<file path="src/verilog/tofp_pkg.sv">
// constants and types of the two-wire serial slave port
// assumes a 20 MHz system clock on clock_i
package tofp_pkg;

    localparam int CLK_FREQ_HZ     = 20_000_000;
    localparam int CLK_PERIOD_NS   = 50;
    // longest allowed low phase of the serial clock
    localparam int SCLK_LOW_MAX_NS = 1_000_000;
    localparam int SCLK_LOW_CYC    = SCLK_LOW_MAX_NS / CLK_PERIOD_NS;
    // highest serial clock rate the link is specified for
    localparam int SCLK_MAX_HZ     = 10_000_000;

    // emitter modulation square wave
    localparam int MOD_FREQ_HZ     = 10_000_000;
    localparam int MOD_HALF_CYC    = CLK_FREQ_HZ / (2 * MOD_FREQ_HZ);

    // frame layout, most significant bit first
    localparam int CMD_BITS        = 8;
    localparam int RESP_BITS       = 16;
    localparam int CMD_CODE_MSB    = 7;
    localparam int CMD_CODE_LSB    = 4;
    localparam int CMD_INT_MSB     = 3;
    localparam int CMD_INT_LSB     = 0;
    localparam int CMD_FIELD_W     = 4;

    localparam int RESP_FIFO_DEPTH = 16;

    localparam logic [CMD_FIELD_W-1:0] CMD_FIELD_RST = 4'h0;
    localparam logic [RESP_BITS-1:0]   RESP_RST      = 16'h0000;
    localparam logic [4:0]             BIT_CNT_RST   = 5'h00;

    typedef enum logic [2:0] {
        TOFP_IDLE     = 3'b000,
        TOFP_TX_START = 3'b001,
        TOFP_TX       = 3'b011,
        TOFP_RX       = 3'b010,
        TOFP_ERROR    = 3'b110
    } tofp_state_t;

endpackage

</file>
<file path="src/verilog/tofp_stream_if.sv">
// valid/ready word stream between the port's own modules
// assumes one clock domain on both ends
`timescale 1ns/100ps
interface tofp_stream_if #(
    parameter int WIDTH = 16
) ();
    logic             valid;
    logic             ready;
    logic [WIDTH-1:0] data;

    modport src (output valid, output data, input ready);
    modport snk (input valid, input data, output ready);
endinterface

</file>
<file path="src/verilog/tofp_sync.sv">
// two-flop synchroniser for a group of asynchronous levels
// assumes inputs arrive from pins outside clock_i's domain
`timescale 1ns/100ps
module tofp_sync #(
    parameter int               WIDTH   = 2,
    parameter logic [WIDTH-1:0] RST_VAL = '1
) (
    input  wire logic             clock_i,
    input  wire logic             rst_i,
    input  wire logic [WIDTH-1:0] async_i,
    output logic      [WIDTH-1:0] sync_o
);
    logic [WIDTH-1:0] meta_reg;
    logic [WIDTH-1:0] sync_reg;

    always_ff @(posedge clock_i or posedge rst_i) begin
        if (rst_i) begin
            meta_reg <= RST_VAL;
            sync_reg <= RST_VAL;
        end else begin
            meta_reg <= async_i;
            sync_reg <= meta_reg;
        end
    end

    assign sync_o = sync_reg;
endmodule // tofp_sync

</file>
<file path="src/verilog/tofp_fifo.sv">
// synchronous fifo with valid/ready on both sides and a flush
// assumes one clock; flush wins over a write in the same cycle
`timescale 1ns/100ps
module tofp_fifo #(
    parameter int WIDTH = 16,
    parameter int DEPTH = 16
) (
    input  wire logic   clock_i,
    input  wire logic   rst_i,
    input  wire logic   flush_i,
    tofp_stream_if.snk  in_s,
    tofp_stream_if.src  out_s
);
    localparam int AW = $clog2(DEPTH);

    logic [WIDTH-1:0] mem [DEPTH];
    logic [AW:0]      wr_ptr_reg;
    logic [AW:0]      rd_ptr_reg;

    wire full  = (wr_ptr_reg[AW] != rd_ptr_reg[AW]) && (wr_ptr_reg[AW-1:0] == rd_ptr_reg[AW-1:0]);
    wire empty = (wr_ptr_reg == rd_ptr_reg);
    wire push  = in_s.valid && !full;
    wire pop   = out_s.ready && !empty;

    assign in_s.ready  = !full;
    assign out_s.valid = !empty;
    assign out_s.data  = mem[rd_ptr_reg[AW-1:0]];

    always_ff @(posedge clock_i) begin
        if (push) begin
            mem[wr_ptr_reg[AW-1:0]] <= in_s.data;
        end
    end

    always_ff @(posedge clock_i or posedge rst_i) begin
        if (rst_i) begin
            wr_ptr_reg <= '0;
            rd_ptr_reg <= '0;
        end else if (flush_i) begin
            wr_ptr_reg <= '0;
            rd_ptr_reg <= '0;
        end else begin
            wr_ptr_reg <= wr_ptr_reg + (AW+1)'(push);
            rd_ptr_reg <= rd_ptr_reg + (AW+1)'(pop);
        end
    end
endmodule // tofp_fifo

</file>
<file path="src/verilog/tofp_port.sv">
// two-wire serial slave port of a range-finder chip, with emitter modulation output
// assumes an external pull-up on the data line and on the emitter output; the host owns the clock
// Contract
// Single slave on the link; host is the only master.
// Link works with serial clock up to ten megahertz; responses need each clock low phase to last over three clock_i cycles.
// Host alone drives the serial clock; device only observes it.
// Host never holds the serial clock low for one millisecond or more.
// Clock low beyond one millisecond fully resets the device and interface.
// Parties only pull data low or release it; pull-up gives high.
// Wired-OR outputs on data line; direction decides who pulls low.
// After a communication error device holds data low until interface reset.
// When idle both parties release clock and data lines.
// Sender opens a transfer with data low while clock is high.
// Host then generates exactly the clock cycles the transfer needs.
// Sender changes data after falling edge; receiver samples on rising edge.
// Sender releases data after the final rising edge.
// Device is half-duplex: receiving or transmitting, never both.
// Run-time settings apply immediately and are lost on reset.
// Emitter modulation output is a square wave.
// Emitter output is open-drain, low means light on.
// Command frame: eight bits, MSB first, code high nibble, integration low nibble.
// Response frame: sixteen bits, MSB first, sent after processing.
// Clock low phase timed by internal counter; reset once threshold exceeded.
`timescale 1ns/100ps
module tofp_port
    import tofp_pkg::*;
#(
    parameter int SCLK_LOW_LIMIT = SCLK_LOW_CYC,
    parameter int FIFO_DEPTH     = RESP_FIFO_DEPTH,
    parameter int MOD_HALF       = MOD_HALF_CYC
) (
    input  wire logic                   clock_i,
    input  wire logic                   rst_i,
    // serial link pins
    input  wire logic                   sclk_i,
    input  wire logic                   serial_data_line_in_i,
    output logic                        serial_data_line_out_o,
    output logic                        serial_data_line_oe_o,
    // emitter modulation pin
    output logic                        emitter_drive_output_out_o,
    output logic                        emitter_drive_output_oe_o,
    input  wire logic                   illuminate_i,
    // received command
    output logic                        cmd_valid_o,
    output logic [CMD_FIELD_W-1:0]      cmd_code_o,
    output logic [CMD_FIELD_W-1:0]      cmd_int_o,
    // responses to send
    input  wire logic                   resp_valid_i,
    input  wire logic [RESP_BITS-1:0]   resp_data_i,
    output logic                        resp_ready_o,
    // status
    output logic                        dev_reset_o,
    output logic                        link_error_o
);
    localparam int CW = $clog2(SCLK_LOW_LIMIT + 2);
    localparam int MW = $clog2(MOD_HALF + 1);
    localparam logic [CW-1:0] LOW_LIMIT_W = CW'(SCLK_LOW_LIMIT);
    localparam logic [MW-1:0] MOD_LAST_W  = MW'(MOD_HALF - 1);
    localparam logic [4:0]    CMD_LAST_W  = 5'(CMD_BITS - 1);
    localparam logic [4:0]    RESP_LAST_W = 5'(RESP_BITS - 1);

    // pin sampling; the port only watches the clock, never drives it
    logic [1:0] pins_s;
    logic       sclk_s;
    logic       sda_s;

    // sampled at 20 MHz; each clock phase must span at least one sample period
    tofp_sync #(
        .WIDTH   (2),
        .RST_VAL (2'h3)
    ) u_sync (
        .clock_i (clock_i),
        .rst_i   (rst_i),
        .async_i ({sclk_i, serial_data_line_in_i}),
        .sync_o  (pins_s)
    );

    assign sclk_s = pins_s[1];
    assign sda_s  = pins_s[0];

    tofp_state_t            state_reg;
    tofp_state_t            state_next;
    logic                   sclk_d_reg;
    logic                   sda_d_reg;
    logic [CW-1:0]          low_cnt_reg;
    logic                   link_rst_reg;
    logic [4:0]             bit_cnt_reg;
    logic [4:0]             bit_cnt_next;
    logic [RESP_BITS-1:0]   shift_reg;
    logic [RESP_BITS-1:0]   shift_next;
    logic                   pull_low_reg;
    logic                   pull_low_next;
    logic                   cmd_valid_reg;
    logic [CMD_FIELD_W-1:0] cmd_code_reg;
    logic [CMD_FIELD_W-1:0] cmd_int_reg;
    logic [MW-1:0]          mod_cnt_reg;
    logic                   mod_phase_reg;
    logic                   emit_pull_reg;

    tofp_stream_if #(.WIDTH(RESP_BITS)) resp_in ();
    tofp_stream_if #(.WIDTH(RESP_BITS)) resp_out ();

    // edge detection on the synchronised lines
    wire sclk_rise  = sclk_s & ~sclk_d_reg;
    wire sclk_fall  = ~sclk_s & sclk_d_reg;
    wire sda_fall   = ~sda_s & sda_d_reg;
    wire sda_moved  = sda_s ^ sda_d_reg;
    wire sclk_held  = sclk_s & sclk_d_reg;
    wire bus_idle   = sclk_s & sda_s;
    // no address phase: any start on the link is meant for this port
    wire host_start = sda_fall & sclk_held;
    wire low_over   = ~sclk_s & (low_cnt_reg == LOW_LIMIT_W);
    wire rx_last    = sclk_rise & (bit_cnt_reg == CMD_LAST_W);
    wire tx_last    = sclk_rise & (bit_cnt_reg == RESP_LAST_W);
    // a released bit that reads back low means someone else drives the line
    wire tx_clash   = sclk_rise & ~pull_low_reg & ~sda_s;
    // data moving while the clock stays high inside a command frame
    wire rx_glitch  = sda_moved & sclk_held;
    wire tx_load    = (state_reg == TOFP_IDLE) & ~host_start & resp_out.valid & bus_idle;
    wire mod_wrap   = (mod_cnt_reg == MOD_LAST_W);

    assign resp_in.valid  = resp_valid_i;
    assign resp_in.data   = resp_data_i;
    assign resp_ready_o   = resp_in.ready;
    assign resp_out.ready = tx_load;

    // responses queue here until the link is free
    tofp_fifo #(
        .WIDTH (RESP_BITS),
        .DEPTH (FIFO_DEPTH)
    ) u_fifo (
        .clock_i (clock_i),
        .rst_i   (rst_i),
        .flush_i (link_rst_reg),
        .in_s    (resp_in),
        .out_s   (resp_out)
    );

    // clock low-phase watchdog
    always_ff @(posedge clock_i or posedge rst_i) begin
        if (rst_i) begin
            low_cnt_reg <= '0;
        end else if (sclk_s) begin
            low_cnt_reg <= '0;
        end else if (low_cnt_reg <= LOW_LIMIT_W) begin
            low_cnt_reg <= low_cnt_reg + CW'(1);
        end
    end

    // one-cycle reset request once the low phase exceeds the limit
    always_ff @(posedge clock_i or posedge rst_i) begin
        if (rst_i) begin
            link_rst_reg <= 1'b0;
        end else begin
            link_rst_reg <= low_over;
        end
    end

    // one state machine serves both directions, so the port is never both
    always_comb begin
        state_next    = state_reg;
        bit_cnt_next  = bit_cnt_reg;
        shift_next    = shift_reg;
        pull_low_next = pull_low_reg;
        unique case (state_reg)
            TOFP_IDLE: begin
                pull_low_next = 1'b0;
                if (host_start) begin
                    state_next   = TOFP_RX;
                    bit_cnt_next = BIT_CNT_RST;
                end else if (tx_load) begin
                    state_next    = TOFP_TX_START;
                    shift_next    = resp_out.data;
                    pull_low_next = 1'b1;
                end
            end
            TOFP_RX: begin
                if (rx_glitch) begin
                    state_next    = TOFP_ERROR;
                    pull_low_next = 1'b1;
                end else if (sclk_rise) begin
                    // sample on rising edge, msb first
                    shift_next   = {shift_reg[RESP_BITS-2:0], sda_s};
                    bit_cnt_next = bit_cnt_reg + 5'h01;
                    if (rx_last) begin
                        state_next = TOFP_IDLE;
                    end
                end
            end
            TOFP_TX_START: begin
                if (sclk_fall) begin
                    // first data bit goes out after the first falling edge
                    state_next    = TOFP_TX;
                    bit_cnt_next  = BIT_CNT_RST;
                    pull_low_next = ~shift_reg[RESP_BITS-1];
                    shift_next    = {shift_reg[RESP_BITS-2:0], 1'b0};
                end
            end
            TOFP_TX: begin
                if (tx_clash) begin
                    state_next    = TOFP_ERROR;
                    pull_low_next = 1'b1;
                end else if (tx_last) begin
                    state_next    = TOFP_IDLE;
                    pull_low_next = 1'b0;
                end else if (sclk_rise) begin
                    bit_cnt_next = bit_cnt_reg + 5'h01;
                end else if (sclk_fall) begin
                    pull_low_next = ~shift_reg[RESP_BITS-1];
                    shift_next    = {shift_reg[RESP_BITS-2:0], 1'b0};
                end
            end
            TOFP_ERROR: begin
                pull_low_next = 1'b1;
            end
            default: begin
                state_next    = TOFP_ERROR;
                pull_low_next = 1'b1;
            end
        endcase
    end

    // the low-phase reset clears the interface like a hard reset
    always_ff @(posedge clock_i or posedge rst_i) begin
        if (rst_i) begin
            state_reg    <= TOFP_IDLE;
            bit_cnt_reg  <= BIT_CNT_RST;
            shift_reg    <= RESP_RST;
            pull_low_reg <= 1'b0;
        end else if (low_over) begin
            state_reg    <= TOFP_IDLE;
            bit_cnt_reg  <= BIT_CNT_RST;
            shift_reg    <= RESP_RST;
            pull_low_reg <= 1'b0;
        end else begin
            state_reg    <= state_next;
            bit_cnt_reg  <= bit_cnt_next;
            shift_reg    <= shift_next;
            pull_low_reg <= pull_low_next;
        end
    end

    always_ff @(posedge clock_i or posedge rst_i) begin
        if (rst_i) begin
            sclk_d_reg <= 1'b1;
            sda_d_reg  <= 1'b1;
        end else begin
            sclk_d_reg <= sclk_s;
            sda_d_reg  <= sda_s;
        end
    end

    // settings take effect at once and are not kept over a reset
    always_ff @(posedge clock_i or posedge rst_i) begin
        if (rst_i) begin
            cmd_valid_reg <= 1'b0;
            cmd_code_reg  <= CMD_FIELD_RST;
            cmd_int_reg   <= CMD_FIELD_RST;
        end else if (low_over) begin
            cmd_valid_reg <= 1'b0;
            cmd_code_reg  <= CMD_FIELD_RST;
            cmd_int_reg   <= CMD_FIELD_RST;
        end else begin
            cmd_valid_reg <= (state_reg == TOFP_RX) & rx_last & ~rx_glitch;
            if ((state_reg == TOFP_RX) & rx_last & ~rx_glitch) begin
                cmd_code_reg <= shift_next[CMD_CODE_MSB:CMD_CODE_LSB];
                cmd_int_reg  <= shift_next[CMD_INT_MSB:CMD_INT_LSB];
            end
        end
    end

    // square-wave modulation of the emitter
    always_ff @(posedge clock_i or posedge rst_i) begin
        if (rst_i) begin
            mod_cnt_reg   <= '0;
            mod_phase_reg <= 1'b0;
            emit_pull_reg <= 1'b0;
        end else begin
            mod_cnt_reg   <= mod_wrap ? '0 : mod_cnt_reg + MW'(1);
            mod_phase_reg <= mod_wrap ? ~mod_phase_reg : mod_phase_reg;
            emit_pull_reg <= illuminate_i & ~link_rst_reg & mod_phase_reg;
        end
    end

    // open-drain pins: output level is always low, the enable pulls
    assign serial_data_line_out_o     = 1'b0;
    assign serial_data_line_oe_o      = pull_low_reg;
    assign emitter_drive_output_out_o = 1'b0;
    assign emitter_drive_output_oe_o  = emit_pull_reg;

    assign cmd_valid_o  = cmd_valid_reg;
    assign cmd_code_o   = cmd_code_reg;
    assign cmd_int_o    = cmd_int_reg;
    assign dev_reset_o  = link_rst_reg;
    assign link_error_o = (state_reg == TOFP_ERROR);
endmodule // tofp_port

</file>
<file path="config.mk">
export PLATFORM = sky130hd
export DESIGN_NAME = tofp_port
export DESIGN_NICKNAME = d
export VERILOG_FILES = /design/src/verilog/tofp_pkg.sv /design/src/verilog/tofp_stream_if.sv /design/src/verilog/tofp_sync.sv /design/src/verilog/tofp_fifo.sv /design/src/verilog/tofp_port.sv
export SDC_FILE = /design/constraint.sdc
export NUM_CORES = 1
export LEC_CHECK = 0
export ABC_AREA = 1
export BUFFER_PORTS_ARGS = -buffer_cell sky130_fd_sc_hd__buf_2
export CAP_MARGIN = 0
export CORE_ASPECT_RATIO = 1.2
export CORE_MARGIN = 5
export CORE_UTILIZATION = 35
export DETAILED_ROUTE_END_ITERATION = 8
export GPL_ROUTABILITY_DRIVEN = 1
export SLEW_MARGIN = 30
export SYNTH_ARGS = -nofsm -noshare
export SYNTH_HDL_FRONTEND = slang
export SYNTH_SLANG_ARGS = --single-unit
</file>
<file path="constraint.sdc">
create_clock -name clock_i -period 2.6 [get_ports clock_i]
set_input_delay 0.52 -clock clock_i [delete_from_list [all_inputs] [get_ports clock_i]]
set_output_delay 0.52 -clock clock_i [all_outputs]
set_load 0.005 [all_outputs]
</file>
Word-level counts from Yosys, hierarchy flattened
Memories as Yosys holds them, arrays and structs flattened.
Index checks and enable logic that the tools add are counted.
{"block": "totals", "regBits": 69, "latchBits": 0, "ramBits": 256, "romBits": 0, "inputBits": 22, "out_inout_bits": 16, "elab_cells": 143, "memories": 1}
{"name": "u_fifo.mem", "words": 16, "word_bits": 16, "read_ports": 1, "rd_ports_with_merged_regs": 0, "wr": 1, "line_no": "tofp_fifo.sv:16", "rtl": "logic [WIDTH-1:0] mem [DEPTH];"}
{"block": "classes", "addsub": 5, "multipliers": 0, "n_div": 0, "magnitude_cmp": 1, "eq_ne": 26, "n_shift": 0, "muxes": 49, "n_bitwise": 29, "reduce_logical": 13}
{"op": "16-bit two-way mux", "n": 9}
{"op": "16-bit case mux with 4 select lines", "n": 1}
{"op": "5-bit two-way mux", "n": 9}
{"op": "15-bit two-way mux", "n": 2}
{"op": "3-bit two-way mux", "n": 9}
{"op": "3-bit != test, second input constant", "n": 9}
{"op": "5-bit case mux with 4 select lines", "n": 1}
{"op": "1-bit AND", "n": 19}
{"op": "4-bit two-way mux", "n": 4}
{"op": "15-bit by 1-bit adder with 15-bit output, second input constant", "n": 1}
{"op": "15-bit equality test, second input constant", "n": 1}
{"op": "15-bit less-or-equal comparator, second input constant", "n": 1}
{"op": "3-bit case mux with 5 select lines", "n": 1}
{"op": "1-bit two-way mux", "n": 12}
{"op": "4-bit != test, second input constant", "n": 3}
{"op": "6-bit AND reduction", "n": 2}
{"op": "5-bit by 1-bit adder with 5-bit output", "n": 2}
{"op": "1-bit inverter", "n": 9}
{"op": "8-bit AND reduction", "n": 1}
{"op": "3-bit by 2-bit equality test with 1-bit output, second input constant", "n": 2}
{"op": "5-bit by 1-bit adder with 5-bit output, second input constant", "n": 1}
{"op": "5-bit by 3-bit equality test with 1-bit output, second input constant", "n": 1}
{"op": "5-bit by 4-bit equality test with 1-bit output, second input constant", "n": 1}
{"op": "5-bit equality test", "n": 1}
{"op": "17 further kinds", "n": 21}

Longest topological paths before layout
Gate-level depths: netlist of run 1.
{"block": "logic_depth", "depth_word": 12, "ltp_mapped": 15, "mapped_depth_nobuf": 15}

Modules after synthesis
From an unflattened synthesis of run 1, not the netlist that was laid out.
{"block": "hier_totals", "cells_unflattened": 1530, "area_unflattened_um2": 15104.5}
{"module": "tofp_fifo", "instances": 1, "cells_per_inst": 972, "area_per_inst_um2": 11103.1, "seq_area_each_um2": 7937.6}
{"module": "tofp_port", "instances": 1, "cells_per_inst": 553, "area_per_inst_um2": 3892.5, "seq_area_each_um2": 1353.8}
{"module": "tofp_sync", "instances": 1, "cells_per_inst": 5, "area_per_inst_um2": 108.9, "seq_area_each_um2": 105.1}

Least setup slack after synthesis of run 1
No wires, ideal clock.
{"block": "synth_timing", "path_kind": "register to register", "from": "reg u_fifo.rd_ptr_reg[2]", "to": "mem u_fifo.mem[10][0], enable pin", "setup_ns": 0.388, "t_arrival_ns": 1.880, "required_ns": 2.212, "slack_ns": 0.332, "path_stages_with_launch": 11, "path_buffers": 1, "synth_period_minus_slack_ns": 2.268, "cell_sequence": "dfrtp_1 > buf_4 > inv_2 > nand2_1 > nand2_1 > a21oi_2 > nand3b_1 > nand2_1 > inv_1 > nand3_1 > nor2_1"}
{"block": "synth_via", "elab_chain_cells": 6}
{"element": "start, declared", "line_no": "tofp_fifo.sv:18", "rtl": "logic [AW:0] rd_ptr_reg;"}
{"element": "start signal, assigned", "line_no": "tofp_fifo.sv:44", "rtl": "rd_ptr_reg <= rd_ptr_reg + (AW+1)'(pop);"}
{"element": "4-bit equality test", "line_no": "tofp_fifo.sv:20", "rtl": "wire full = (wr_ptr_reg[AW] != rd_ptr_reg[AW]) && (wr_ptr_reg[AW-1:0] == rd_ptr_reg[AW-1:0]);"}
{"element": "1-bit logical AND", "line_no": "tofp_fifo.sv:20"}
{"element": "1-bit zero test"}
{"element": "named net resp_ready_o", "line_no": "tofp_port.sv:50", "rtl": "output logic resp_ready_o,"}
{"element": "1-bit logical AND", "line_no": "tofp_fifo.sv:22", "rtl": "wire push = in_s.valid && !full;"}
{"element": "1-bit two-way mux", "line_no": "tofp_fifo.sv:30", "rtl": "if (push) begin"}
{"element": "1-bit two-way mux (implied by the code)", "line_no": "tofp_fifo.sv:31", "rtl": "mem[wr_ptr_reg[AW-1:0]] <= in_s.data;"}
{"element": "end, declared", "line_no": "tofp_fifo.sv:16"}
The timed path passes the listed nets, and every way through them passes these cells.

Worst setup path in the final report of run 1
{"block": "layout_timing", "from": "reg u_sync.sync_reg[0] (netlist: u_sync.sync_o[0])", "to": "reg u_fifo.rd_ptr_reg[4]"}
{"block": "layout_via", "elab_chain_cells": 10, "elab_cells_between_ends": 11, "cone_classes": "add/sub (1); mux (1); bitwise (8); reduce/logical (1)"}
{"element": "start, declared", "line_no": "tofp_sync.sv:14", "rtl": "logic [WIDTH-1:0] sync_reg;"}
{"element": "start signal, assigned", "line_no": "tofp_sync.sv:22", "rtl": "sync_reg <= meta_reg;"}
{"element": "1-bit inverter", "line_no": "tofp_port.sv:106", "rtl": "wire sda_fall = ~sda_s & sda_d_reg;"}
{"element": "1-bit AND", "line_no": "tofp_port.sv:106"}
{"element": "1-bit AND", "line_no": "tofp_port.sv:111", "rtl": "wire host_start = sda_fall & sclk_held;"}
{"element": "1-bit inverter", "line_no": "tofp_port.sv:119", "rtl": "wire tx_load = (state_reg == TOFP_IDLE) & ~host_start & resp_out.valid & bus_idle;"}
{"element": "1-bit AND (2 in series)", "line_no": "tofp_port.sv:119"}
{"element": "1-bit AND *", "line_no": "tofp_port.sv:119"}
{"element": "1-bit logical AND *", "line_no": "tofp_fifo.sv:23", "rtl": "wire pop = out_s.ready && !empty;"}
{"element": "5-bit by 1-bit adder with 5-bit output *", "line_no": "tofp_fifo.sv:44"}
{"element": "5-bit two-way mux *", "line_no": "tofp_fifo.sv:39", "rtl": "end else if (flush_i) begin"}
Every way passes the cells marked *; elsewhere a longest branch is shown, timed or not.
A chain may end at the register's enable or synchronous reset.

==> run_summary.xml, run 1 <==
<?xml version="1.0" encoding="UTF-8"?>
<metrics>
  <group name="run_status">
    <metric name="outcome" unit="">complete, no violations</metric>
  </group>
  <group name="layout">
    <metric name="syn_to_final_growth" unit="%">14.8</metric>
    <metric name="ratio_of_cells_with_drive_above_1_in_the_final_layout" unit="">0.131</metric>
    <metric name="number_of_flip_flops_in_the_largest_register" unit="">256</metric>
    <metric name="mostFrequentLayoutCells" unit="">420 x sky130_fd_sc_hd__nand2_1, 256 x sky130_fd_sc_hd__edfxtp_1, 222 x sky130_fd_sc_hd__nand3_1</metric>
    <metric name="finish.cell_count_without_fillers" unit="">2009</metric>
    <metric name="total_number_of_nets_in_the_final_design" unit="">1477</metric>
    <metric name="commonest_non_fill_non_tap_cell_in_the_layout" unit="">sky130_fd_sc_hd__nand2_1</metric>
    <metric name="antennaDiodeCount" unit="">0</metric>
    <metric name="final_util" unit="">0.405</metric>
  </group>
  <group name="critical_path">
    <metric name="element_type_at_the_critical_path_end" unit="">flop</metric>
    <metric name="worst_setup_path_startpoint" unit="">u_sync.sync_o[0]$_DFF_PP1_</metric>
    <metric name="crit_fanout" unit="">10</metric>
    <metric name="worst-endpoint-arrival" unit="ns">2.79</metric>
    <metric name="reg2reg_slack" unit="ns">0.24</metric>
    <metric name="cp_data_required_time" unit="ns">3.03</metric>
    <metric name="rr_endpoint" unit="">u_fifo.rd_ptr_reg[4]$_DFF_PP0_</metric>
    <metric name="startpoint_type" unit="">flop</metric>
    <metric name="rr_worst_depth" unit="">12</metric>
    <metric name="crit-reg2reg-launch" unit="">u_sync.sync_o[0]$_DFF_PP1_</metric>
    <metric name="worst_setup_path_class" unit="">flop to flop</metric>
  </group>
  <group name="logic_synthesis">
    <metric name="yosys_register_bits" unit="">324</metric>
    <metric name="netlist.area_leader.share" unit="">0.536</metric>
    <metric name="yosys.cell_types.count" unit="">43</metric>
    <metric name="syn-instance-count" unit="">1392</metric>
    <metric name="synthesis.yosys.warnings" unit="">0</metric>
    <metric name="synth-seq-area-share" unit="">0.656</metric>
    <metric name="yosysTopAreaCell" unit="">sky130_fd_sc_hd__edfxtp_1</metric>
    <metric name="avgSynthCellArea" unit="um^2">10.3</metric>
    <metric name="synth_area" unit="mm^2">0.0143</metric>
    <metric name="yosys-top-cells-area" unit="">sky130_fd_sc_hd__edfxtp_1 54%, sky130_fd_sc_hd__nand2_1 11%, sky130_fd_sc_hd__dfrtp_1 11%, sky130_fd_sc_hd__nand3_1 7.8%, sky130_fd_sc_hd__inv_1 2.0%</metric>
  </group>
  <group name="floorplanning">
    <metric name="initial_utilization" unit="">0.353</metric>
    <metric name="core_area" unit="mm^2">0.0406</metric>
    <metric name="dieWidth" unit="um">195</metric>
    <metric name="num_io_pins" unit="">38</metric>
    <metric name="std_cell_rows" unit="">81</metric>
    <metric name="die-area" unit="mm^2">0.0451</metric>
    <metric name="die_h" unit="um">232</metric>
  </group>
  <group name="clock_tree">
    <metric name="worst_skew_pair.late_latency" unit="ns">0.52</metric>
    <metric name="ctsHoldBuffers" unit="">0</metric>
    <metric name="cts-buffers-inserted" unit="">35</metric>
    <metric name="numClockSinks" unit="">324</metric>
    <metric name="cts.root.buffer_cell" unit="">sky130_fd_sc_hd__clkbuf_16</metric>
    <metric name="cts.reportedPaths.clkPinSlew" unit="ns">0.06</metric>
    <metric name="cts_htree_levels" unit="">2</metric>
    <metric name="post-cts-setup-buffer-count" unit="">0</metric>
    <metric name="cts_tree" unit="">yes</metric>
    <metric name="clock_tree.buffer_depth" unit="">3</metric>
    <metric name="cts_resized" unit="">0</metric>
  </group>
  <group name="job">
    <metric name="drv_cap" unit="">0</metric>
  </group>
  <group name="sta">
    <metric name="rsz0062_at_grt" unit="">no</metric>
    <metric name="finalSetupViolations" unit="">0</metric>
    <metric name="post-route-min-period" unit="ns">2.36</metric>
    <metric name="fin_hold_ws" unit="ns">0.0809</metric>
    <metric name="final_critical_path_setup_slack" unit="ns">0.243</metric>
    <metric name="hold_viol" unit="">0</metric>
    <metric name="tns" unit="ns">0</metric>
    <metric name="timing.final.max_slew_violations" unit="">0</metric>
    <metric name="max-slew-margin-rel" unit="">0.551</metric>
    <metric name="timing.clock.skew" unit="ns">0.0191</metric>
    <metric name="final_min_period_over_clock_period" unit="">0.906</metric>
    <metric name="timing.fmax" unit="GHz">0.424</metric>
    <metric name="timing_worst_slew_pin_value" unit="ns">0.671</metric>
  </group>
  <group name="power_and_ir_drop">
    <metric name="internal-power" unit="uW">10800</metric>
    <metric name="p_per_area" unit="mW/mm^2">1020</metric>
    <metric name="p_seq_frac" unit="">0.391</metric>
    <metric name="pwr-share-comb" unit="">0.307</metric>
    <metric name="static-leakage-power" unit="uW">0.00640</metric>
    <metric name="switchingPower" unit="uW">5970</metric>
    <metric name="clkPwrFrac" unit="">0.302</metric>
    <metric name="sw_frac_of_total" unit="">0.356</metric>
    <metric name="ir_drop" unit="mV">0.834</metric>
  </group>
  <group name="global_routing">
    <metric name="grt_pass1_wl" unit="um">56500</metric>
    <metric name="grt_antenna_before_repair" unit="">1</metric>
    <metric name="grtUsageTotal" unit="">0.157</metric>
    <metric name="grt_pass1_vias" unit="">9823</metric>
    <metric name="grt.overflow.total" unit="">0</metric>
    <metric name="grt_max_degree" unit="">119</metric>
  </group>
  <group name="routing">
    <metric name="via_count" unit="">10100</metric>
    <metric name="wl" unit="um">35800</metric>
    <metric name="detailedRoute.firstPassIterationCount" unit="">5</metric>
    <metric name="drc_errors" unit="">0</metric>
    <metric name="ant_nets" unit="">0</metric>
    <metric name="route.detailed.wl_per_inst" unit="um">17.8</metric>
    <metric name="via_per_inst" unit="">5.04</metric>
    <metric name="dr.first_iter.drc_count" unit="">855</metric>
  </group>
  <group name="place">
    <metric name="detailedPlace.worstSlack" unit="ns">0.281</metric>
    <metric name="post-dp-hpwl" unit="um">22000</metric>
    <metric name="port_buffers" unit="">35</metric>
    <metric name="final_estimated_routing_congestion_in_global_placement" unit="">0.881</metric>
    <metric name="dp.cells" unit="">1948</metric>
  </group>
  <group name="worst_hold_path">
    <metric name="min_path_type" unit="">input port to async pin</metric>
  </group>
</metrics>
[cell families (layout without fill, tap and decap cells)]
group | after synthesis | after routing | synth area share
adders and majority gates | 9 | 9 | 0.00786
other | 1 | 2 | 0.000262
AOI/OAI and AO/OA | 126 | 126 | 0.0509
and+or+nand+nor | 773 | 773 | 0.235
DFF | 324 | 324 | 0.656
buffers and inverters | 153 | 230 | 0.0464
xor gates and xnor gates | 6 | 6 | 0.00367
[area by class of cell]
cell class | instances | area, um^2
Clock buffer | 41 | 898
Sequential cell | 324 | 9400
Timing Repair Buffer | 82 | 566
Fill cell | 3837 | 24200
Tap cell | 539 | 674
Inverter | 87 | 338
Multi-Input combinational cell | 916 | 4310
Clock inverter | 20 | 256
[power groups by stage]
stage	sequential [uW]	clock, uW	combinational [uW]
4_1_cts	6560	5200	5190
5_1_grt	6630	5410	5820
3_5_place_dp	6660	0	5170
6_report	6560	5070	5160
2_1_floorplan	6560	0	3590
3_3_place_gp	6650	0	5130
[through the flow]
stage	total power (uW)	cell area [um^2]
floorplan	10200	14300
global placement	11800	15300
detailed placement	11800	15300
CTS	16900	16400
global route	17900	16400
finish	16800	16400
[synthesized netlist by cell type]
cell                       number
sky130_fd_sc_hd__nand3_1      222
sky130_fd_sc_hd__o22ai_1        2
sky130_fd_sc_hd__nand3b_1       5
sky130_fd_sc_hd__nor4_1         1
sky130_fd_sc_hd__nand3_2        3
sky130_fd_sc_hd__nand4_1       13
sky130_fd_sc_hd__nand2_1      420
sky130_fd_sc_hd__a32oi_1        8
sky130_fd_sc_hd__buf_8          1
sky130_fd_sc_hd__buf_2         34
sky130_fd_sc_hd__buf_4          5
sky130_fd_sc_hd__inv_6          1
sky130_fd_sc_hd__xor2_1         5
sky130_fd_sc_hd__conb_1         1
sky130_fd_sc_hd__nand2_4        2
sky130_fd_sc_hd__o21a_1         1
sky130_fd_sc_hd__a211oi_1       2
sky130_fd_sc_hd__a21oi_2        1
sky130_fd_sc_hd__inv_1         76
sky130_fd_sc_hd__nor2_1        62
sky130_fd_sc_hd__dfstp_2        6
sky130_fd_sc_hd__buf_1          8
sky130_fd_sc_hd__nor3b_1        3
sky130_fd_sc_hd__o21ai_0       36
sky130_fd_sc_hd__ha_1           9
sky130_fd_sc_hd__clkinv_4       1
sky130_fd_sc_hd__buf_6          1
sky130_fd_sc_hd__o21ai_1       12
sky130_fd_sc_hd__nor3_2         1
sky130_fd_sc_hd__dfrtp_1       62
sky130_fd_sc_hd__inv_2          9
sky130_fd_sc_hd__edfxtp_1     256
sky130_fd_sc_hd__nand2_2        8
sky130_fd_sc_hd__or2_2          1
sky130_fd_sc_hd__a31oi_1        2
sky130_fd_sc_hd__xnor2_1        1
sky130_fd_sc_hd__a21oi_1       43
sky130_fd_sc_hd__a22oi_2        1
sky130_fd_sc_hd__o211ai_1      18
sky130_fd_sc_hd__nor2_4         3
sky130_fd_sc_hd__clkbuf_1      17
sky130_fd_sc_hd__nor2_2         5
sky130_fd_sc_hd__nor3_1        24
[worst max path at each step]
stage / to / slack (ns) / cells after the start
6_report: u_fifo.rd_ptr_reg[4]$_DFF_PP0_ / 0.24 / 12
5_1_grt: u_fifo.rd_ptr_reg[4]$_DFF_PP0_ / 0.02 / 12
4_1_cts: u_fifo.rd_ptr_reg[4]$_DFF_PP0_ / 0.25 / 12
3_5_place_dp: u_fifo.rd_ptr_reg[4]$_DFF_PP0_ / 0.28 / 12
3_3_place_gp: u_fifo.rd_ptr_reg[4]$_DFF_PP0_ / 0.30 / 12
2_1_floorplan: u_fifo.mem[10][0]$_DFFE_PP_ / 0.33 / 10
[metal layers]
layer,GRT usage,vias to the layer above,wire length (um)
met5,0,-,13
met4,0.0385,2,715
met3,0.0263,63,1910
met2,0.273,252,18000
met1,0.206,4877,15200
li1,-,4926,-
[worst max-delay path, stage by stage, from the launching register on]
cell,delay (ns)
sky130_fd_sc_hd__dfstp_2,0.55
sky130_fd_sc_hd__inv_1,0.07
sky130_fd_sc_hd__ha_1,0.19
sky130_fd_sc_hd__nand3_1,0.18
sky130_fd_sc_hd__nand2_2,0.13
sky130_fd_sc_hd__nor2_4,0.12
sky130_fd_sc_hd__nand2_4,0.12
sky130_fd_sc_hd__inv_6,0.12
sky130_fd_sc_hd__ha_1,0.20
sky130_fd_sc_hd__ha_1,0.17
sky130_fd_sc_hd__nand2_1,0.08
sky130_fd_sc_hd__o21ai_0,0.15
sky130_fd_sc_hd__nor3b_1,0.19
Note: power is estimated with default switching activity, not from simulation.
==> inputs of run 2 (changes only) <==
==> constraint.sdc (replaced) <==
create_clock -name clock_i -period 2.58 [get_ports clock_i]
set_input_delay 0.516 -clock clock_i [delete_from_list [all_inputs] [get_ports clock_i]]
set_output_delay 0.516 -clock clock_i [all_outputs]
set_load 0.005 [all_outputs]
==> run_summary.xml, run 2 (synthesized netlist as in run 1, its figures left out) <==
<?xml version="1.0" encoding="UTF-8"?>
<metrics>
  <group name="clock_tree">
    <metric name="ctsHoldBuffers" unit="">0</metric>
    <metric name="cts_resized" unit="">0</metric>
    <metric name="cts.root.buffer_cell" unit="">sky130_fd_sc_hd__clkbuf_16</metric>
    <metric name="cts-buffers-inserted" unit="">36</metric>
    <metric name="cts_htree_levels" unit="">2</metric>
    <metric name="cts_tree" unit="">yes</metric>
    <metric name="post-cts-setup-buffer-count" unit="">0</metric>
    <metric name="clock_tree.buffer_depth" unit="">3</metric>
    <metric name="numClockSinks" unit="">324</metric>
    <metric name="worst_skew_pair.late_latency" unit="ns">0.53</metric>
    <metric name="cts.reportedPaths.clkPinSlew" unit="ns">0.06</metric>
  </group>
  <group name="critical_path">
    <metric name="critical-path-top-delay-family" unit="">simple AND/OR/NAND/NOR gates</metric>
    <metric name="element_type_at_the_critical_path_end" unit="">flop</metric>
    <metric name="cp_num_buf_inv" unit="">2</metric>
    <metric name="cp_data_required_time" unit="ns">3.01</metric>
    <metric name="cpMostUsedCell" unit="">sky130_fd_sc_hd__ha_1</metric>
    <metric name="crit_fanout" unit="">10</metric>
    <metric name="worst_setup_path_class" unit="">flop to flop</metric>
    <metric name="startpoint_type" unit="">flop</metric>
    <metric name="worst-endpoint-arrival" unit="ns">2.80</metric>
    <metric name="critPathSlowestCell" unit="">sky130_fd_sc_hd__dfstp_2</metric>
    <metric name="timing.critical_path.cells" unit="">inv_1 -&gt; ha_1 -&gt; nand3_1 -&gt; nand2_2 -&gt; nor2_4 -&gt; nand2_4 -&gt; inv_6 -&gt; ha_1 -&gt; ha_1 -&gt; nand2_1 -&gt; o21ai_0 -&gt; nor3b_1</metric>
    <metric name="worst_path_largest_cell_delay" unit="ns">0.55</metric>
  </group>
  <group name="layout">
    <metric name="antennaDiodeCount" unit="">0</metric>
    <metric name="commonest_non_fill_non_tap_cell_in_the_layout" unit="">sky130_fd_sc_hd__nand2_1</metric>
    <metric name="mostFrequentLayoutCells" unit="">420 x sky130_fd_sc_hd__nand2_1, 256 x sky130_fd_sc_hd__edfxtp_1, 222 x sky130_fd_sc_hd__nand3_1</metric>
    <metric name="total_number_of_nets_in_the_final_design" unit="">1479</metric>
    <metric name="final_util" unit="">0.404</metric>
    <metric name="ratio_of_cells_with_drive_above_1_in_the_final_layout" unit="">0.134</metric>
    <metric name="number_of_flip_flops_in_the_largest_register" unit="">256</metric>
    <metric name="syn_to_final_growth" unit="%">14.5</metric>
  </group>
  <group name="global_routing">
    <metric name="grt_antenna_before_repair" unit="">0</metric>
    <metric name="grt_pass1_wl" unit="um">56200</metric>
    <metric name="grt_max_degree" unit="">119</metric>
    <metric name="grtUsageTotal" unit="">0.156</metric>
    <metric name="grt_pass1_vias" unit="">9964</metric>
    <metric name="grt.overflow.total" unit="">0</metric>
  </group>
  <group name="sta">
    <metric name="timing_worst_slew_pin_value" unit="ns">0.639</metric>
    <metric name="max-slew-margin-rel" unit="">0.572</metric>
    <metric name="tns" unit="ns">0</metric>
    <metric name="timing.fmax" unit="GHz">0.421</metric>
    <metric name="rsz0062_at_grt" unit="">no</metric>
    <metric name="timing.clock.skew" unit="ns">0.0159</metric>
    <metric name="final_min_period_over_clock_period" unit="">0.921</metric>
    <metric name="finalSetupViolations" unit="">0</metric>
    <metric name="timing.final.max_slew_violations" unit="">0</metric>
    <metric name="hold_viol" unit="">0</metric>
    <metric name="post-route-min-period" unit="ns">2.38</metric>
  </group>
  <group name="routing">
    <metric name="dr.first_iter.drc_count" unit="">761</metric>
    <metric name="wl" unit="um">35600</metric>
    <metric name="via_per_inst" unit="">5.06</metric>
    <metric name="drc_errors" unit="">0</metric>
    <metric name="ant_nets" unit="">0</metric>
    <metric name="detailedRoute.firstPassIterationCount" unit="">5</metric>
    <metric name="via_count" unit="">10200</metric>
    <metric name="route.detailed.wl_per_inst" unit="um">17.7</metric>
  </group>
  <group name="worst_hold_path">
    <metric name="min_path_type" unit="">input port to async pin</metric>
  </group>
  <group name="power_and_ir_drop">
    <metric name="ir_drop" unit="mV">0.739</metric>
    <metric name="static-leakage-power" unit="uW">0.00638</metric>
    <metric name="p_per_area" unit="mW/mm^2">1020</metric>
  </group>
  <group name="floorplanning">
    <metric name="die_h" unit="um">232</metric>
    <metric name="die-area" unit="mm^2">0.0451</metric>
    <metric name="std_cell_rows" unit="">81</metric>
    <metric name="initial_utilization" unit="">0.353</metric>
    <metric name="num_io_pins" unit="">38</metric>
    <metric name="core_area" unit="mm^2">0.0406</metric>
    <metric name="dieWidth" unit="um">195</metric>
  </group>
  <group name="place">
    <metric name="final_estimated_routing_congestion_in_global_placement" unit="">0.906</metric>
    <metric name="post-dp-hpwl" unit="um">22200</metric>
    <metric name="port_buffers" unit="">35</metric>
  </group>
  <group name="job">
    <metric name="drv_cap" unit="">0</metric>
  </group>
  <group name="run_status">
    <metric name="outcome" unit="">complete, no violations</metric>
  </group>
</metrics>
run 2: routing by layer:
| layer | track usage | share of wire |
|---|---|---|
| met3 | 0.0295 | 0.059 |
| met5 | 0 | 0 |
| met2 | 0.266 | 0.49 |
| met1 | 0.203 | 0.42 |
| met4 | 0.0486 | 0.026 |
run 2: path summary, 6_finish.rpt:
path | from | end | slack, ns | depth (start not counted)
max | u_sync.sync_o[0]$_DFF_PP1_ | u_fifo.rd_ptr_reg[4]$_DFF_PP0_ | 0.20 | 12
min | rst_i | cmd_code_o[0]$_DFFE_PP0P_ | 0.04 | 2
max reg2reg | u_sync.sync_o[0]$_DFF_PP1_ | u_fifo.rd_ptr_reg[4]$_DFF_PP0_ | 0.20 | 12
min reg2reg | u_sync.meta_reg[0]$_DFF_PP1_ | u_sync.sync_o[0]$_DFF_PP1_ | 0.37 | 0
max in group asynchronous | rst_i | dev_reset_o$_DFF_PP0_ | 1.87 | 3
min in group clock_i | sclk_i | u_sync.meta_reg[1]$_DFF_PP1_ | 0.10 | 1
run 2: final cells by class:
class / count / area (um^2)
clock buffer: 45 / 976
clock inverter: 19 / 139
fill: 3820 / 24200
inverter: 87 / 338
multi-input combinational: 916 / 4310
sequential: 324 / 9400
tap: 539 / 674
timing repair buffer: 83 / 573
run 2: through the flow:
step / power, uW / hold slack (ns) / std cells / setup WS [ns] / area [um^2]
floorplan: 10200 / 0.345 / 1393 / 0.312 / 14300
global placement: 11900 / 0.361 / 1949 / 0.274 / 15300
detailed placement: 11900 / 0.351 / 1949 / 0.257 / 15300
CTS: 16800 / 0.0417 / 2013 / 0.225 / 16400
global route: 17700 / 0.0651 / 2013 / 0.0395 / 16400
finish: 16700 / 0.0398 / 2013 / 0.204 / 16400
run 2: report_power, final:
part	switching, uW	internal [uW]
Clock	2040	2800
Sequential	329	6290
Combinational	3700	1520
Total	6070	10600
==> inputs of run 3 (changes only) <==
--- a/config.mk
+++ b/config.mk
@@ -13,6 +13,7 @@
 export CORE_UTILIZATION = 35
 export DETAILED_ROUTE_END_ITERATION = 8
 export GPL_ROUTABILITY_DRIVEN = 1
+export HOLD_SLACK_MARGIN = 0.12
 export SLEW_MARGIN = 30
 export SYNTH_ARGS = -nofsm -noshare
 export SYNTH_HDL_FRONTEND = slang
==> run_summary.xml, run 3 (synthesized netlist as in run 1, its figures left out) <==
<?xml version="1.0" encoding="UTF-8"?>
<metrics>
  <group name="clock_tree">
    <metric name="numClockSinks" unit="">324</metric>
    <metric name="cts_htree_levels" unit="">2</metric>
    <metric name="cts.root.buffer_cell" unit="">sky130_fd_sc_hd__clkbuf_16</metric>
    <metric name="worst_skew_pair.late_latency" unit="ns">0.53</metric>
    <metric name="cts_tree" unit="">yes</metric>
    <metric name="post-cts-setup-buffer-count" unit="">0</metric>
    <metric name="cts.reportedPaths.clkPinSlew" unit="ns">0.06</metric>
    <metric name="cts-buffers-inserted" unit="">36</metric>
    <metric name="clock_tree.buffer_depth" unit="">3</metric>
  </group>
  <group name="critical_path">
    <metric name="startpoint_type" unit="">flop</metric>
    <metric name="rr_endpoint" unit="">u_fifo.rd_ptr_reg[4]$_DFF_PP0_</metric>
    <metric name="crit_fanout" unit="">10</metric>
    <metric name="cp_data_required_time" unit="ns">3.01</metric>
    <metric name="crit-reg2reg-launch" unit="">u_sync.sync_o[0]$_DFF_PP1_</metric>
    <metric name="rr_worst_depth" unit="">12</metric>
    <metric name="reg2reg_slack" unit="ns">0.20</metric>
    <metric name="element_type_at_the_critical_path_end" unit="">flop</metric>
    <metric name="worst_setup_path_class" unit="">flop to flop</metric>
    <metric name="worst-endpoint-arrival" unit="ns">2.80</metric>
  </group>
  <group name="floorplanning">
    <metric name="num_io_pins" unit="">38</metric>
    <metric name="std_cell_rows" unit="">81</metric>
    <metric name="die-area" unit="mm^2">0.0451</metric>
    <metric name="core_area" unit="mm^2">0.0406</metric>
    <metric name="die_h" unit="um">232</metric>
    <metric name="dieWidth" unit="um">195</metric>
    <metric name="initial_utilization" unit="">0.353</metric>
  </group>
  <group name="sta">
    <metric name="post-route-min-period" unit="ns">2.38</metric>
    <metric name="timing.final.max_slew_violations" unit="">0</metric>
    <metric name="tns" unit="ns">0</metric>
    <metric name="final_critical_path_setup_slack" unit="ns">0.201</metric>
    <metric name="timing.clock.skew" unit="ns">0.0158</metric>
    <metric name="rsz0062_at_grt" unit="">no</metric>
    <metric name="timing.fmax" unit="GHz">0.420</metric>
    <metric name="finalSetupViolations" unit="">0</metric>
    <metric name="hold_viol" unit="">0</metric>
    <metric name="final_min_period_over_clock_period" unit="">0.922</metric>
    <metric name="max-slew-margin-rel" unit="">0.557</metric>
    <metric name="timing_worst_slew_pin_value" unit="ns">0.662</metric>
  </group>
  <group name="worst_hold_path">
    <metric name="worst_hold_depth" unit="">3</metric>
    <metric name="min_path_type" unit="">input port to flop</metric>
    <metric name="hold_path_end" unit="">emitter_drive_output_oe_o$_DFF_PP0_</metric>
    <metric name="holdCritStartpoint" unit="">illuminate_i</metric>
  </group>
  <group name="routing">
    <metric name="wl" unit="um">35700</metric>
    <metric name="detail_route.wirelength.met1" unit="um">15200</metric>
    <metric name="detailedRoute.firstPassIterationCount" unit="">6</metric>
    <metric name="via_count" unit="">10200</metric>
    <metric name="maxUsedRoutingLayer" unit="">met4</metric>
    <metric name="drc_errors" unit="">0</metric>
    <metric name="met3_wirelength" unit="um">2000</metric>
    <metric name="via_per_inst" unit="">5.04</metric>
    <metric name="dr.first_iter.drc_count" unit="">849</metric>
    <metric name="ant_nets" unit="">0</metric>
    <metric name="route.detailed.wl_per_inst" unit="um">17.7</metric>
    <metric name="route.met2.wl" unit="um">17600</metric>
  </group>
  <group name="power_and_ir_drop">
    <metric name="p_seq_frac" unit="">0.396</metric>
    <metric name="clkPwrFrac" unit="">0.290</metric>
    <metric name="sw_frac_of_total" unit="">0.364</metric>
    <metric name="p_per_area" unit="mW/mm^2">1010</metric>
    <metric name="static-leakage-power" unit="uW">0.00640</metric>
    <metric name="switchingPower" unit="uW">6080</metric>
    <metric name="ir_drop" unit="mV">0.738</metric>
    <metric name="pwr-share-comb" unit="">0.313</metric>
    <metric name="internal-power" unit="uW">10600</metric>
  </group>
  <group name="layout">
    <metric name="syn_to_final_growth" unit="%">14.8</metric>
    <metric name="number_of_flip_flops_in_the_largest_register" unit="">256</metric>
    <metric name="total_number_of_nets_in_the_final_design" unit="">1482</metric>
    <metric name="antennaDiodeCount" unit="">0</metric>
    <metric name="finish.cell_count_without_fillers" unit="">2016</metric>
    <metric name="ratio_of_cells_with_drive_above_1_in_the_final_layout" unit="">0.133</metric>
    <metric name="commonest_non_fill_non_tap_cell_in_the_layout" unit="">sky130_fd_sc_hd__nand2_1</metric>
    <metric name="fillers" unit="">3821</metric>
    <metric name="mostFrequentLayoutCells" unit="">420 x sky130_fd_sc_hd__nand2_1, 256 x sky130_fd_sc_hd__edfxtp_1, 222 x sky130_fd_sc_hd__nand3_1</metric>
  </group>
  <group name="place">
    <metric name="post-dp-hpwl" unit="um">22200</metric>
    <metric name="dp.cells" unit="">1949</metric>
    <metric name="detailedPlace.worstSlack" unit="ns">0.257</metric>
    <metric name="final_estimated_routing_congestion_in_global_placement" unit="">0.906</metric>
    <metric name="port_buffers" unit="">35</metric>
  </group>
  <group name="global_routing">
    <metric name="grt_antenna_before_repair" unit="">0</metric>
    <metric name="grt_pass1_wl" unit="um">56300</metric>
    <metric name="grt_max_degree" unit="">119</metric>
    <metric name="grt.overflow.total" unit="">0</metric>
    <metric name="grt_pass1_vias" unit="">9980</metric>
    <metric name="grtUsageTotal" unit="">0.156</metric>
  </group>
  <group name="run_status">
    <metric name="outcome" unit="">complete, no violations</metric>
  </group>
  <group name="job">
    <metric name="drv_cap" unit="">0</metric>
  </group>
</metrics>
run 3: final cells by class:
cell class,instances,area (um^2),share of cell area
clock buffers,45,976,0.0593
clock inverters,19,139,0.00844
inverters,87,338,0.0205
multi-input cells,916,4310,0.262
flip-flops and latches,324,9400,0.572
well taps,539,674,0.0410
repair buffers,86,603,0.0367
run 3: timing repair:
item	4_1_cts	5_1_grt
resized for setup	0	0
endpoints found under the hold margin	20	0
hold buffers	3	0
run 3: layer usage:
metal  vias to the layer above  GRT usage
li1                       4915          -
met1                      4904      0.203
met2                       280      0.266
met3                        66     0.0298
met4                         0     0.0486
met5                         -          0
run 3: worst max-delay path by stage:
stage / startpoint / end / slack, ns / cells after the start
6_report: u_sync.sync_o[0]$_DFF_PP1_ / u_fifo.rd_ptr_reg[4]$_DFF_PP0_ / 0.20 / 12
3_3_place_gp: u_sync.sync_o[0]$_DFF_PP1_ / u_fifo.rd_ptr_reg[4]$_DFF_PP0_ / 0.27 / 12
5_1_grt: u_sync.sync_o[0]$_DFF_PP1_ / u_fifo.rd_ptr_reg[4]$_DFF_PP0_ / 0.04 / 12
4_1_cts: u_sync.sync_o[0]$_DFF_PP1_ / u_fifo.rd_ptr_reg[4]$_DFF_PP0_ / 0.23 / 12
2_1_floorplan: u_fifo.rd_ptr_reg[2]$_DFF_PP0_ / u_fifo.mem[10][0]$_DFFE_PP_ / 0.31 / 10
3_5_place_dp: u_sync.sync_o[0]$_DFF_PP1_ / u_fifo.rd_ptr_reg[4]$_DFF_PP0_ / 0.26 / 12
run 3: critical path: stages (launching register included):
cell	delay, ns
sky130_fd_sc_hd__dfstp_2	0.55
sky130_fd_sc_hd__inv_1	0.07
sky130_fd_sc_hd__ha_1	0.20
sky130_fd_sc_hd__nand3_1	0.17
sky130_fd_sc_hd__nand2_2	0.12
sky130_fd_sc_hd__nor2_4	0.12
sky130_fd_sc_hd__nand2_4	0.12
sky130_fd_sc_hd__inv_6	0.12
sky130_fd_sc_hd__ha_1	0.21
sky130_fd_sc_hd__ha_1	0.18
sky130_fd_sc_hd__nand2_1	0.08
sky130_fd_sc_hd__o21ai_0	0.15
sky130_fd_sc_hd__nor3b_1	0.20
run 3: per-stage QoR:
step	area (um^2)	utilization	power, uW	hold WS, ns
after global placement	15300	0.376	11900	0.361
after CTS	16400	0.405	16800	0.201
after detailed placement	15300	0.376	11900	0.351
after floorplan	14300	-	10200	0.345
final	16400	0.405	16700	0.219
after global routing	16400	0.405	17700	0.222
run 3: power by group through the flow:
stage          sequential [uW]  clock, uW  combinational, uW
3_5_place_dp              6710          0               5230
5_1_grt                   6680       5190               5830
3_3_place_gp              6700          0               5180
6_report                  6620       4840               5230
4_1_cts                   6610       4960               5260
2_1_floorplan             6610          0               3620
